## src/lbd_pkg.sv

```systemverilog
// shared constants and types for the led bypass dimming and fault monitor
package lbd_pkg;
  localparam int          NUM_SW          = 12;
  localparam int          CNT_W           = 12;
  localparam int          DATA_W          = 13;
  localparam int          ADDR_W          = 7;
  localparam int          DIV_W           = 2;
  // register offsets
  localparam logic [6:0]  ADDR_GEN_CFG    = 7'h03;
  localparam logic [6:0]  ADDR_MASK_CFG   = 7'h04;
  localparam logic [6:0]  ADDR_GEN_STAT   = 7'h05;
  localparam logic [6:0]  ADDR_OPEN_LED   = 7'h06;
  localparam logic [6:0]  ADDR_OPEN_TRACE = 7'h07;
  localparam logic [6:0]  ADDR_OVERRIDE   = 7'h08;
  localparam logic [6:0]  ADDR_SHORT_LED  = 7'h09;
  localparam logic [6:0]  ADDR_PHASE_BASE = 7'h10;
  localparam logic [6:0]  ADDR_DUTY_BASE  = 7'h20;
  // general_config fields
  localparam int          GC_CLK_SEL_LSB  = 0;
  localparam int          GC_DIV_LSB      = 2;
  localparam int          GC_RUN_EN_BIT   = 4;
  // fault_mask_config fields
  localparam int          MK_OPEN_LED_BIT = 0;
  localparam int          MK_SHORT_BIT    = 1;
  localparam int          MK_TRACE_BIT    = 2;
  localparam int          MK_WARN_BIT     = 3;
  localparam int          MK_SHDN_OPEN_BIT = 4;
  // general_status fields
  localparam int          GS_WARN_BIT     = 0;
  localparam int          GS_SHDN_BIT     = 1;
  localparam int          GS_OPEN_LED_BIT = 2;
  localparam int          GS_SHORT_BIT    = 3;
  localparam int          GS_TRACE_BIT    = 4;
  localparam logic [12:0] REG_RESET       = 13'h0000;
  // timing
  localparam longint      SYS_CLK_HZ      = 50000000;
  localparam longint      INT_OSC_HZ      = 8192000;
  localparam int          OSC_ACC_W       = 27;
  localparam logic [26:0] OSC_ACC_STEP    = 27'(INT_OSC_HZ);
  localparam logic [26:0] OSC_ACC_WRAP    = 27'(SYS_CLK_HZ);

  typedef enum logic [1:0] {
    LBD_CLK_INT_NOPIN = 2'b00,
    LBD_CLK_INT_OUT   = 2'b01,
    LBD_CLK_EXT_IN    = 2'b10,
    LBD_CLK_RSVD      = 2'b11
  } lbd_clk_sel_t;
endpackage : lbd_pkg

```

## src/lbd_clk_gen.sv

```systemverilog
// pwm clock source: internal oscillator model, source select and divider
`timescale 1ns/100ps
module lbd_clk_gen
  import lbd_pkg::*;
(
  input  wire logic               clock_i,
  input  wire logic               resetn_i,
  input  wire logic               ce_i,
  input  wire logic               run_i,
  input  wire lbd_pkg::lbd_clk_sel_t clk_sel_i,
  input  wire logic [1:0]         div_i,
  input  wire logic               ext_edge_i,
  output logic                    osc_level_o,
  output logic                    pwm_tick_o
);
  import lbd_pkg::*;

  logic [OSC_ACC_W-1:0] acc_r;
  logic [OSC_ACC_W-1:0] acc_sum;
  logic                 osc_tick;
  logic                 src_tick;
  logic [2:0]           div_cnt_r;
  logic [2:0]           div_last;

  // fractional accumulator approximates the oscillator from the system clock
  assign acc_sum  = acc_r + OSC_ACC_STEP;
  assign osc_tick = (acc_sum >= OSC_ACC_WRAP);
  assign src_tick = (clk_sel_i == LBD_CLK_EXT_IN) ? ext_edge_i : osc_tick;
  assign div_last = 3'((4'h1 << div_i) - 4'h1);

  always_ff @(posedge clock_i or negedge resetn_i)
  begin
    if (!resetn_i)
      acc_r <= '0;
    else if (ce_i)
      acc_r <= osc_tick ? acc_sum - OSC_ACC_WRAP : acc_sum;
  end

  always_ff @(posedge clock_i or negedge resetn_i)
  begin
    if (!resetn_i)
      osc_level_o <= 1'b0;
    else if (ce_i && osc_tick)
      osc_level_o <= ~osc_level_o;
  end

  // divide ratio 1, 2, 4 or 8 applied to either source
  always_ff @(posedge clock_i or negedge resetn_i)
  begin
    if (!resetn_i)
    begin
      div_cnt_r  <= 3'h0;
      pwm_tick_o <= 1'b0;
    end
    else if (ce_i)
    begin
      pwm_tick_o <= 1'b0;
      if (!run_i)
        div_cnt_r <= 3'h0;
      else if (src_tick)
      begin
        if (div_cnt_r >= div_last)
        begin
          div_cnt_r  <= 3'h0;
          pwm_tick_o <= 1'b1;
        end
        else
          div_cnt_r <= div_cnt_r + 3'h1;
      end
    end
  end
endmodule : lbd_clk_gen

```

## src/lbd_bypass_ctrl.sv

```systemverilog
// led bypass switch pwm, fault detection, thermal handling and register file
`timescale 1ns/100ps
module lbd_bypass_ctrl
  import lbd_pkg::*;
#(
  parameter int NSW = lbd_pkg::NUM_SW
)
(
  input  wire logic                       clock_i,
  input  wire logic                       resetn_i,
  input  wire logic                       ce_i,
  input  wire logic                       en_i,
  input  wire logic [lbd_pkg::ADDR_W-1:0] reg_addr_i,
  input  wire logic                       reg_wr_i,
  input  wire logic                       reg_rd_i,
  input  wire logic [lbd_pkg::DATA_W-1:0] reg_wdata_i,
  output logic      [lbd_pkg::DATA_W-1:0] reg_rdata_o,
  input  wire logic [NSW-1:0]             open_cmp_i,
  input  wire logic [NSW-1:0]             short_cmp_i,
  input  wire logic [NSW-1:0]             trace_low_i,
  input  wire logic                       temp_warn_i,
  input  wire logic                       temp_shdn_i,
  input  wire logic                       clk_pin_i,
  output logic                            clk_pin_o,
  output logic                            clk_pin_oe_o,
  output logic                            fault_out_n_o,
  output logic                            fault_out_n_oe_o,
  output logic      [NSW-1:0]             bypass_on_o
);
  import lbd_pkg::*;

  localparam int SYNC_W = 3 * NSW + 4;

  logic [SYNC_W-1:0]     sync1_r;
  logic [SYNC_W-1:0]     sync2_r;
  logic                  clk_pin_d3_r;
  logic [NSW-1:0]        open_cmp_s;
  logic [NSW-1:0]        short_cmp_s;
  logic [NSW-1:0]        trace_low_s;
  logic                  warn_s;
  logic                  shdn_s;
  logic                  en_s;
  logic                  clk_pin_s;
  logic                  ext_edge;

  logic [DATA_W-1:0]     gen_cfg_r;
  logic [DATA_W-1:0]     mask_cfg_r;
  logic [NSW-1:0]        override_r;
  logic [CNT_W-1:0]      phase_r [NSW];
  logic [CNT_W-1:0]      duty_r  [NSW];
  logic [NSW-1:0]        open_led_st_r;
  logic [NSW-1:0]        short_st_r;
  logic [NSW-1:0]        trace_st_r;
  logic                  warn_flag_r;
  logic                  shdn_flag_r;
  logic [DATA_W-1:0]     rdata_nxt;
  logic [DATA_W-1:0]     gen_stat;

  logic [CNT_W-1:0]      cnt_r;
  logic                  pwm_tick;
  logic                  tick_ok;
  logic                  run;
  logic                  osc_level;
  lbd_clk_sel_t          clk_sel;
  logic [NSW-1:0]        off_r;
  logic [NSW-1:0]        ol_hold_r;
  logic [NSW-1:0]        eff_open;
  logic [NSW-1:0]        open_req;
  logic [NSW-1:0]        close_req;
  logic [NSW-1:0]        ol_set;
  logic [NSW-1:0]        sh_set;
  logic [NSW-1:0]        tr_set;
  logic                  det_en;
  logic                  rd_gen;
  logic                  fault_any;

  // two-stage synchronisers for every pin and analog comparator
  always_ff @(posedge clock_i or negedge resetn_i)
  begin
    if (!resetn_i)
    begin
      sync1_r      <= '0;
      sync2_r      <= '0;
      clk_pin_d3_r <= 1'b0;
    end
    else if (ce_i)
    begin
      sync1_r      <= {clk_pin_i, en_i, temp_shdn_i, temp_warn_i, trace_low_i, short_cmp_i, open_cmp_i};
      sync2_r      <= sync1_r;
      clk_pin_d3_r <= clk_pin_s;
    end
  end

  assign open_cmp_s  = sync2_r[NSW-1:0];
  assign short_cmp_s = sync2_r[2*NSW-1:NSW];
  assign trace_low_s = sync2_r[3*NSW-1:2*NSW];
  assign warn_s      = sync2_r[3*NSW];
  assign shdn_s      = sync2_r[3*NSW+1];
  assign en_s        = sync2_r[3*NSW+2];
  assign clk_pin_s   = sync2_r[3*NSW+3];
  assign ext_edge    = clk_pin_s & ~clk_pin_d3_r;

  assign clk_sel = lbd_clk_sel_t'(gen_cfg_r[GC_CLK_SEL_LSB +: 2]);
  assign run     = en_s & gen_cfg_r[GC_RUN_EN_BIT];
  assign det_en  = run & ~shdn_flag_r;
  assign rd_gen  = reg_rd_i && (reg_addr_i == ADDR_GEN_STAT);

  lbd_clk_gen u_clk_gen (
    .clock_i     (clock_i),
    .resetn_i    (resetn_i),
    .ce_i        (ce_i),
    .run_i       (en_s),
    .clk_sel_i   (clk_sel),
    .div_i       (gen_cfg_r[GC_DIV_LSB +: DIV_W]),
    .ext_edge_i  (ext_edge),
    .osc_level_o (osc_level),
    .pwm_tick_o  (pwm_tick)
  );

  // counter and switch states freeze during shutdown so operation resumes in place
  assign tick_ok = pwm_tick & ~shdn_flag_r;

  always_ff @(posedge clock_i or negedge resetn_i)
  begin
    if (!resetn_i)
      cnt_r <= '0;
    else if (ce_i)
    begin
      if (!en_s)
        cnt_r <= '0;
      else if (tick_ok)
        cnt_r <= cnt_r + 1'b1;
    end
  end

  // configuration registers; enable low restores defaults
  always_ff @(posedge clock_i or negedge resetn_i)
  begin
    if (!resetn_i)
    begin
      gen_cfg_r  <= REG_RESET;
      mask_cfg_r <= REG_RESET;
      override_r <= '0;
    end
    else if (ce_i)
    begin
      if (!en_s)
      begin
        gen_cfg_r  <= REG_RESET;
        mask_cfg_r <= REG_RESET;
        override_r <= '0;
      end
      else if (reg_wr_i)
      begin
        if (reg_addr_i == ADDR_GEN_CFG)
          gen_cfg_r <= reg_wdata_i;
        if (reg_addr_i == ADDR_MASK_CFG)
          mask_cfg_r <= reg_wdata_i;
        if (reg_addr_i == ADDR_OVERRIDE)
          override_r <= reg_wdata_i[NSW-1:0];
      end
    end
  end

  genvar gi;
  generate
    for (gi = 0; gi < NSW; gi++)
    begin : g_sw
      logic [CNT_W-1:0] end_cnt;

      // off window closes on the first count past phase plus duty
      assign end_cnt       = phase_r[gi] + duty_r[gi] + 1'b1;
      assign open_req[gi]  = tick_ok && run && (cnt_r == phase_r[gi]) && (duty_r[gi] != '0);
      assign close_req[gi] = tick_ok && run && (cnt_r == end_cnt) && !open_req[gi];
      assign eff_open[gi]  = off_r[gi] & ~ol_hold_r[gi] & ~override_r[gi];
      assign ol_set[gi]    = det_en & eff_open[gi] & open_cmp_s[gi];
      assign sh_set[gi]    = det_en & close_req[gi] & eff_open[gi] & short_cmp_s[gi];
      assign tr_set[gi]    = det_en & open_req[gi] & ~eff_open[gi] & trace_low_s[gi];

      always_ff @(posedge clock_i or negedge resetn_i)
      begin
        if (!resetn_i)
        begin
          phase_r[gi] <= '0;
          duty_r[gi]  <= '0;
        end
        else if (ce_i)
        begin
          if (!en_s)
          begin
            phase_r[gi] <= '0;
            duty_r[gi]  <= '0;
          end
          else if (reg_wr_i && reg_addr_i == ADDR_PHASE_BASE + 7'(gi))
            phase_r[gi] <= reg_wdata_i[CNT_W-1:0];
          else if (reg_wr_i && reg_addr_i == ADDR_DUTY_BASE + 7'(gi))
            duty_r[gi] <= reg_wdata_i[CNT_W-1:0];
        end
      end

      // short and trace faults never touch the sequencer state
      always_ff @(posedge clock_i or negedge resetn_i)
      begin
        if (!resetn_i)
          off_r[gi] <= 1'b0;
        else if (ce_i)
        begin
          if (!run)
            off_r[gi] <= 1'b0;
          else if (open_req[gi])
            off_r[gi] <= 1'b1;
          else if (close_req[gi])
            off_r[gi] <= 1'b0;
        end
      end

      // protective close held until the sequencer asks to open again
      always_ff @(posedge clock_i or negedge resetn_i)
      begin
        if (!resetn_i)
          ol_hold_r[gi] <= 1'b0;
        else if (ce_i)
        begin
          if (!run || open_req[gi])
            ol_hold_r[gi] <= 1'b0;
          else if (ol_set[gi])
            ol_hold_r[gi] <= 1'b1;
        end
      end
    end
  endgenerate

  // per-switch status; a new event beats the read clear
  always_ff @(posedge clock_i or negedge resetn_i)
  begin
    if (!resetn_i)
    begin
      open_led_st_r <= '0;
      short_st_r    <= '0;
      trace_st_r    <= '0;
    end
    else if (ce_i)
    begin
      if (!en_s)
      begin
        open_led_st_r <= '0;
        short_st_r    <= '0;
        trace_st_r    <= '0;
      end
      else
      begin
        open_led_st_r <= (reg_rd_i && reg_addr_i == ADDR_OPEN_LED ? '0 : open_led_st_r) | ol_set;
        short_st_r    <= (reg_rd_i && reg_addr_i == ADDR_SHORT_LED ? '0 : short_st_r) | sh_set;
        trace_st_r    <= (reg_rd_i && reg_addr_i == ADDR_OPEN_TRACE ? '0 : trace_st_r) | tr_set;
      end
    end
  end

  // thermal flags clear on status read only once below the warning level
  always_ff @(posedge clock_i or negedge resetn_i)
  begin
    if (!resetn_i)
    begin
      warn_flag_r <= 1'b0;
      shdn_flag_r <= 1'b0;
    end
    else if (ce_i)
    begin
      if (!en_s)
      begin
        warn_flag_r <= 1'b0;
        shdn_flag_r <= 1'b0;
      end
      else
      begin
        warn_flag_r <= warn_s | (warn_flag_r & ~rd_gen);
        shdn_flag_r <= shdn_s | (shdn_flag_r & ~(rd_gen & ~warn_s));
      end
    end
  end

  always_comb
  begin
    gen_stat                  = '0;
    gen_stat[GS_WARN_BIT]     = warn_flag_r;
    gen_stat[GS_SHDN_BIT]     = shdn_flag_r;
    gen_stat[GS_OPEN_LED_BIT] = |open_led_st_r;
    gen_stat[GS_SHORT_BIT]    = |short_st_r;
    gen_stat[GS_TRACE_BIT]    = |trace_st_r;
  end

  assign fault_any = (warn_flag_r & ~mask_cfg_r[MK_WARN_BIT])
                   | shdn_flag_r
                   | (gen_stat[GS_OPEN_LED_BIT] & ~mask_cfg_r[MK_OPEN_LED_BIT])
                   | (gen_stat[GS_SHORT_BIT] & ~mask_cfg_r[MK_SHORT_BIT])
                   | (gen_stat[GS_TRACE_BIT] & ~mask_cfg_r[MK_TRACE_BIT]);

  always_comb
  begin
    rdata_nxt = '0;
    case (reg_addr_i)
      ADDR_GEN_CFG:    rdata_nxt = gen_cfg_r;
      ADDR_MASK_CFG:   rdata_nxt = mask_cfg_r;
      ADDR_GEN_STAT:   rdata_nxt = gen_stat;
      ADDR_OPEN_LED:   rdata_nxt = DATA_W'(open_led_st_r);
      ADDR_OPEN_TRACE: rdata_nxt = DATA_W'(trace_st_r);
      ADDR_OVERRIDE:   rdata_nxt = DATA_W'(override_r);
      ADDR_SHORT_LED:  rdata_nxt = DATA_W'(short_st_r);
      default:
      begin
        for (int k = 0; k < NSW; k++)
        begin
          if (reg_addr_i == ADDR_PHASE_BASE + 7'(k))
            rdata_nxt = DATA_W'(phase_r[k]);
          if (reg_addr_i == ADDR_DUTY_BASE + 7'(k))
            rdata_nxt = DATA_W'(duty_r[k]);
        end
      end
    endcase
  end

  always_ff @(posedge clock_i or negedge resetn_i)
  begin
    if (!resetn_i)
      reg_rdata_o <= '0;
    else if (ce_i && reg_rd_i)
      reg_rdata_o <= rdata_nxt;
  end

  // pin drivers; bypass on means the switch conducts and the led is dark
  assign fault_out_n_o = 1'b0;

  always_ff @(posedge clock_i or negedge resetn_i)
  begin
    if (!resetn_i)
    begin
      fault_out_n_oe_o <= 1'b0;
      bypass_on_o      <= '1;
      clk_pin_o        <= 1'b0;
      clk_pin_oe_o     <= 1'b0;
    end
    else if (ce_i)
    begin
      fault_out_n_oe_o <= fault_any;
      if (!en_s)
        bypass_on_o <= '1;
      else if (shdn_flag_r)
        bypass_on_o <= {NSW{~mask_cfg_r[MK_SHDN_OPEN_BIT]}};
      else
        bypass_on_o <= ~eff_open;
      clk_pin_o    <= osc_level;
      clk_pin_oe_o <= en_s && (clk_sel == LBD_CLK_INT_OUT);
    end
  end
endmodule : lbd_bypass_ctrl

```

## config.mk

```make
export PLATFORM = sky130hd
export DESIGN_NAME = lbd_bypass_ctrl
export DESIGN_NICKNAME = d
export VERILOG_FILES = /design/src/lbd_pkg.sv /design/src/lbd_clk_gen.sv /design/src/lbd_bypass_ctrl.sv
export SDC_FILE = /design/constraint.sdc
export NUM_CORES = 2
export LEC_CHECK = 0
export BUFFER_PORTS_ARGS = -buffer_cell sky130_fd_sc_hd__buf_2
export CORE_MARGIN = 2
export CORE_UTILIZATION = 58
export CTS_CLUSTER_SIZE = 28
export DETAILED_ROUTE_END_ITERATION = 8
export PLACE_DENSITY = 0.86
export SETUP_SLACK_MARGIN = 0.2
export SYNTH_ARGS = -nofsm -noshare
export SYNTH_HDL_FRONTEND = slang
export SYNTH_SLANG_ARGS = --single-unit
```

## constraint.sdc

```tcl
create_clock -name clock_i -period 2.7 [get_ports clock_i]
set_input_delay 0.54 -clock clock_i [delete_from_list [all_inputs] [get_ports clock_i]]
set_output_delay 0.54 -clock clock_i [all_outputs]
set_load 0.1 [all_outputs]
```

# --- After elaboration in Yosys (flattened, before gate mapping) ---
# Cells that the tools add are included.
classes:
  n_shift: 1
  n_addsub: 29
  n_lt_le_gt_ge: 2
  eq_ne: 111
  n_reduce_logical: 185
  bitwise_logic: 188
  n_mux: 174
op_table:
  columns: ["op", "n"]
  rows:
  - ["two-way mux 12 bit", 74]
  - ["two-way mux 13 bit", 29]
  - ["equality test 12 bit", 24]
  - ["adder 12 x 1 -> 12 bit, second input constant", 13]
  - ["adder 12 bit", 12]
  - ["nonzero test 12 bit", 12]
  - ["AND 1 bit", 131]
  - ["case mux 13 bit (7 select lines)", 1]
  - ["equality test 7 x 5 -> 1 bit, second input constant", 12]
  - ["equality test 7 x 6 -> 1 bit, second input constant", 12]
  - ["logical AND 1 bit", 80]
  - ["AND reduction 2 bit", 38]
  - ["two-way mux 1 bit", 66]
  - ["inequality test 2 x 1 -> 1 bit, second input constant", 29]
  - ["NOT 1 bit", 47]
  - ["AND reduction 3 bit", 15]
  - ["inequality test 3 x 1 -> 1 bit, second input constant", 12]
  - ["OR 12 bit", 3]
  - ["OR reduction 12 bit", 3]
  - ["equality test 7 x 3 -> 1 bit, second input constant", 4]
  - ["adder 27 x 23 -> 27 bit, second input constant", 1]
  - ["greater-or-equal comparator 27 x 26 -> 1 bit, second input constant", 1]
  - ["two-way mux 27 bit", 1]
  - ["subtractor 27 x 26 -> 27 bit, second input constant", 1]
  - ["15 further kinds", 69]
totals:
  output_inout_bits: 29
  register_bits: 541
  inputBits: 65
  word_cells: 759

# --- Logic depth before layout (Yosys ltp) ---
logic_depth:
  depth_word: 26
  ltp_mapped: 11

# --- Hierarchy ---
# Synthesis repeated with hierarchy kept, for this count alone.
unflattened:
  cells_unflattened: 3823
  hier_area_um2: 34388.0
by_module_without_submodules:
  columns: ["module", "seq_area_each_um2", "cells_per_inst", "n_inst", "area_per_inst_um2"]
  rows:
  - ["lbd_bypass_ctrl", 12752.2, 3607, 1, 32396.1]
  - ["lbd_clk_gen", 625.6, 216, 1, 1991.9]

# --- Worst setup path after synthesis ---
# No wires, ideal clock.
synth_timing:
  path_kind: "reg2reg"
  startpoint: "register u_clk_gen.acc_r[16]"
  endpoint: "register u_clk_gen.acc_r[11]"
  arrival_time_ps: 2701
  slack_ps: -124
  stages_incl_launch_ff: 12
  required_ps: 2577
  setup_ps: 123
  cell_sequence: "dfrtp_1 > ha_1 > buf_6 > or2_2 > nor4_4 > a22oi_2 > o32ai_4 > and3_1 > buf_6 > nand2_4 > or3_4 > xnor2_2"
synth_between:
  elab_chain_cells: 3
synth_rtl:
  columns: ["item", "line_no", "source"]
  rows:
  - ["start, declared", "lbd_clk_gen.sv:18", "logic [OSC_ACC_W-1:0] acc_r;"]
  - ["start signal, assigned", "lbd_clk_gen.sv:36", "acc_r <= osc_tick ? acc_sum - OSC_ACC_WRAP : acc_sum;"]
  - ["adder 27 x 23 -> 27 bit", "lbd_clk_gen.sv:26", "assign acc_sum = acc_r + OSC_ACC_STEP;"]
  - ["greater-or-equal comparator 27 x 26 -> 1 bit", "lbd_clk_gen.sv:27", "assign osc_tick = (acc_sum >= OSC_ACC_WRAP);"]
  - ["two-way mux 27 bit", "lbd_clk_gen.sv:36", null]
# No other way between the ends.
# A chain may end at the register's enable or synchronous reset.

# --- Worst setup path after layout ---
layout_timing:
  startpoint: "register duty_r[24] (netlist name)"
  endpoint: "register off_r[9]"
layout_between:
  elab_chain_cells: 7
layout_rtl:
  columns: ["item", "line_no", "source"]
  rows:
  - ["start, declared", "lbd_bypass_ctrl.sv:50", "logic [CNT_W-1:0] duty_r [NSW];"]
  - ["start signal, assigned by index", "lbd_bypass_ctrl.sv:197", "duty_r[gi] <= reg_wdata_i[CNT_W-1:0];"]
  - ["adder 12 bit", "lbd_bypass_ctrl.sv:172", "assign end_cnt = phase_r[gi] + duty_r[gi] + 1'b1;"]
  - ["adder 12 x 1 -> 12 bit", "lbd_bypass_ctrl.sv:172", null]
  - ["equality test 12 bit", "lbd_bypass_ctrl.sv:174", "assign close_req[gi] = tick_ok && run && (cnt_r == end_cnt) && !open_req[gi];"]
  - ["logical AND 1 bit (2 in series)", "lbd_bypass_ctrl.sv:174", null]
  - ["inequality test 3 x 1 -> 1 bit (no source line)", null, null]
  - ["AND reduction 2 bit (no source line)", null, null]
  - ["end signal, assigned by index", "lbd_bypass_ctrl.sv:205", "off_r[gi] <= 1'b0;"]
  - ["end signal, assigned by index", "lbd_bypass_ctrl.sv:209", "off_r[gi] <= 1'b0;"]
  - ["end signal, assigned by index", "lbd_bypass_ctrl.sv:211", "off_r[gi] <= 1'b1;"]
  - ["end, declared", "lbd_bypass_ctrl.sv:65", "logic [NSW-1:0] off_r;"]
# Several ways; a longest one is shown, not always the timed one.

==> metrics.txt <==
min-delay worst type input port to async pin; Setup crit end kind register; sequential fraction of the synthesis area 0.391; failing checks design-rule violations, negative hold slack, negative setup slack; # rows 89; synth cell count leaders nand2_1, dfrtp_1, o21ai_0; Post-Syn Instances 3843; vias in the first global route 35800; CTS tree yes; clock skew 0.0270 ns; core area 58700 um^2; Ports 94; Least-Margin Pin Slew 1.17 ns; cts hold-fix bufs 0; Routability Congestion 1.09; Worst path max stage delay 0.63 ns; dominant synthesized flop cell dfrtp_1; pre-CTS setup slack -0.369 ns; syn_nets 4062; Final Hold Viols 11; Die Wd 247 um; initial core utilization 0.584; initial antenna violation count 7; starting DRC count in detailed routing 5744; final antenna-violating net count 0; Tmin final 2.98 ns; Slew HR 0.219; Max Slew Vio Count 0; Cell Area, Synth 34200 um^2; Pre-antenna DRT Iters 9; H-Tree Depth 2; DP HPWL 102000 um; area grow syn2layout 27.7%; GRT Total Usage 0.473; delay-heaviest family, CP simple AND/OR/NAND/NOR gates; CTS buffer count 54; worst path buffer plus inverter count 1; top post-synthesis cells by area dfrtp_1, o21ai_0, nand2_1; Hold WS -0.0457 ns; clock tree buffer depth 3; Die Y 247 um; full die area 61000 um^2; Cell variety after synth 103; largest net degree at the start of global routing 82; clk root buf clkbuf_16; RSZ-0062 raised after global routing true; Filler cells 3812; Worst EP arrival 3.53 ns; total global routing overflow 0; DRC Markers 92; Synth async-reset ratio 1.00; vias per cell 7.01; first-pass GRT wire length 216000 um; status finished, violations left; top-area cell type share of the netlist area 0.381; Highest Clock Rate 335 MHz; leakage 20.0 nW; Warnings, synthesis 0; DRT Wirelength 152000 um; syn avg cell area 8.91 um^2; maxcap violations 0; Worst EP required 3.25 ns; Post-synth EDFFs 0; crit-path max FO 3; worst vdd ir 1.01 mV; Worst-path clk slew 0.07 ns; DR vias 36900; fin nets 4648; worst skew pair latency 0.66 ns; setup violators final 24; leading area contributor after synthesis dfrtp_1; synthesized flop and latch total 534; critical path launch point type register; IO buf count 92; Slowest-stage cell, CP or4_4; Worst Setup Slack, final -0.285 ns; Final Cycle Share 1.11; Routed WL per cell 28.8 um; PD cells 738 nW/um^2; most common cell in the netlist nand2_1; # clock sinks 534; Finished Layout Cells 5260; DP Cell Count 5097; crit path kind register to register; layout cells sized above 1 0.271; Cell Chain, Critical Path inv_2 > ha_4 > fa_2 > nor2b_4 > o2111ai_4 > a21oi_2 > xnor2_1 > nor4bb_2 > nand4_1 > or4_4 > a31o_4
[stage by stage]
| stage | power, mW | cell area [um^2] | utilization | hold WS, ns | setup TNS (ns) |
|---|---|---|---|---|---|
| after floorplan | 17.3 | 34500 | - | 0.244 | 0 |
| after global placement | 21.1 | 40100 | 0.684 | 0.455 | -3.44 |
| after detailed placement | 21.5 | 40100 | 0.684 | 0.461 | -5.55 |
| after CTS | 30.5 | 42800 | 0.729 | 0.00612 | -0.530 |
| after global routing | 33.3 | 43700 | 0.745 | -0.00158 | -3.90 |
| final | 32.3 | 43700 | 0.745 | -0.0457 | -2.11 |
[registers in the layout (all words and copies together) (netlist names), 3 cells and up]
register	count
bypass_on_o	12
cnt_r	12
duty_r	144
gen_cfg_r	13
mask_cfg_r	13
off_r	12
ol_hold_r	12
open_led_st_r	12
override_r	12
phase_r	144
reg_rdata_o	13
short_st_r	12
sync1_r	40
sync2_r	40
trace_st_r	12
u_clk_gen.acc_r	20
u_clk_gen.div_cnt_r	3
[worst paths after layout]
kind                            slack, ns             from  cells after the start                   to
worst max-delay path                -0.28       duty_r[24]                     11             off_r[9]
worst min-delay path                -0.05         resetn_i                      1  u_clk_gen.acc_r[11]
worst max register to register      -0.28       duty_r[24]                     11             off_r[9]
worst min register to register       0.49    mask_cfg_r[8]                      2        mask_cfg_r[8]
max in group asynchronous            1.91         resetn_i                      2       reg_rdata_o[1]
min in group clock_i                 0.12  trace_low_i[10]                      2          sync1_r[34]
[placed cells by master (no fill, tap or decap), types with 31 or more instances in the layout]
master / count
inv_1: 70
o21a_1: 31
dfrtp_1: 504
buf_4: 589
mux2_2: 84
a21o_1: 33
xnor2_1: 214
o21ai_0: 446
nand2_1: 523
a21oi_1: 147
o22ai_1: 47
ha_1: 119
nand3_1: 69
xor2_1: 187
nor4_1: 77
nor2_1: 197
a22oi_1: 43
clkbuf_16: 54
buf_12: 49
buf_2: 90
nor3_1: 69
nand4_1: 50
[layout make-up]
cell class	instances	area (um^2)	area share
Antenna cell	13	32.5	0.000744
Clock buffer	80	1570	0.0359
Clock inverter	21	355	0.00813
Inverter	85	323	0.00738
Multi-Input combinational cell	3003	20900	0.479
Sequential cell	534	13400	0.307
Tap cell	773	967	0.0221
Timing Repair Buffer	751	6130	0.140
[where the power goes]
group	leakage [nW]	switching [mW]	total [mW]	internal, mW
clock	0.923	3.55	8.36	4.81
sequential	6.90	1.48	10.7	9.20
combinational	12.2	7.62	13.2	5.62
[layer usage]
layer / vias to the layer above / share of wire / global-route usage / wire length, um
met2: 3272 / 0.42 / 0.687 / 62900
met1: 17200 / 0.33 / 0.566 / 50700
li1: 15100 / - / - / -
met3: 1262 / 0.14 / 0.161 / 21600
met5: - / 0.00018 / 0 / 28
met4: 4 / 0.11 / 0.390 / 16300
[repair_timing]
item	in CTS	in global routing
setup endpoints to repair	40	65
pin swaps	74	95
buffers inserted	23	26
gates resized for setup	132	149
[cells by family after synthesis]
kind of cell             Yosys count  synth area share
AND/OR/NAND/NOR                 1237             0.172
XOR/XNOR                         417             0.107
multiplexers                     102            0.0333
adder cells (fa/ha/maj)          154            0.0589
AO/OA/AOI/OAI                   1092             0.201
flip-flops                       534             0.391
buffers and inverters            306            0.0362
other                              1          0.000110
[worst register-to-register path: cells and delay by family, from the launching register on]
family	cells	cell delay, ns
fa+ha+maj	2	0.54
compound gates	3	0.57
simple gates	4	1.24
xor+xnor	1	0.10
buf+inv	1	0.06
flops	1	0.38
(Power assumes the default switching activity.)
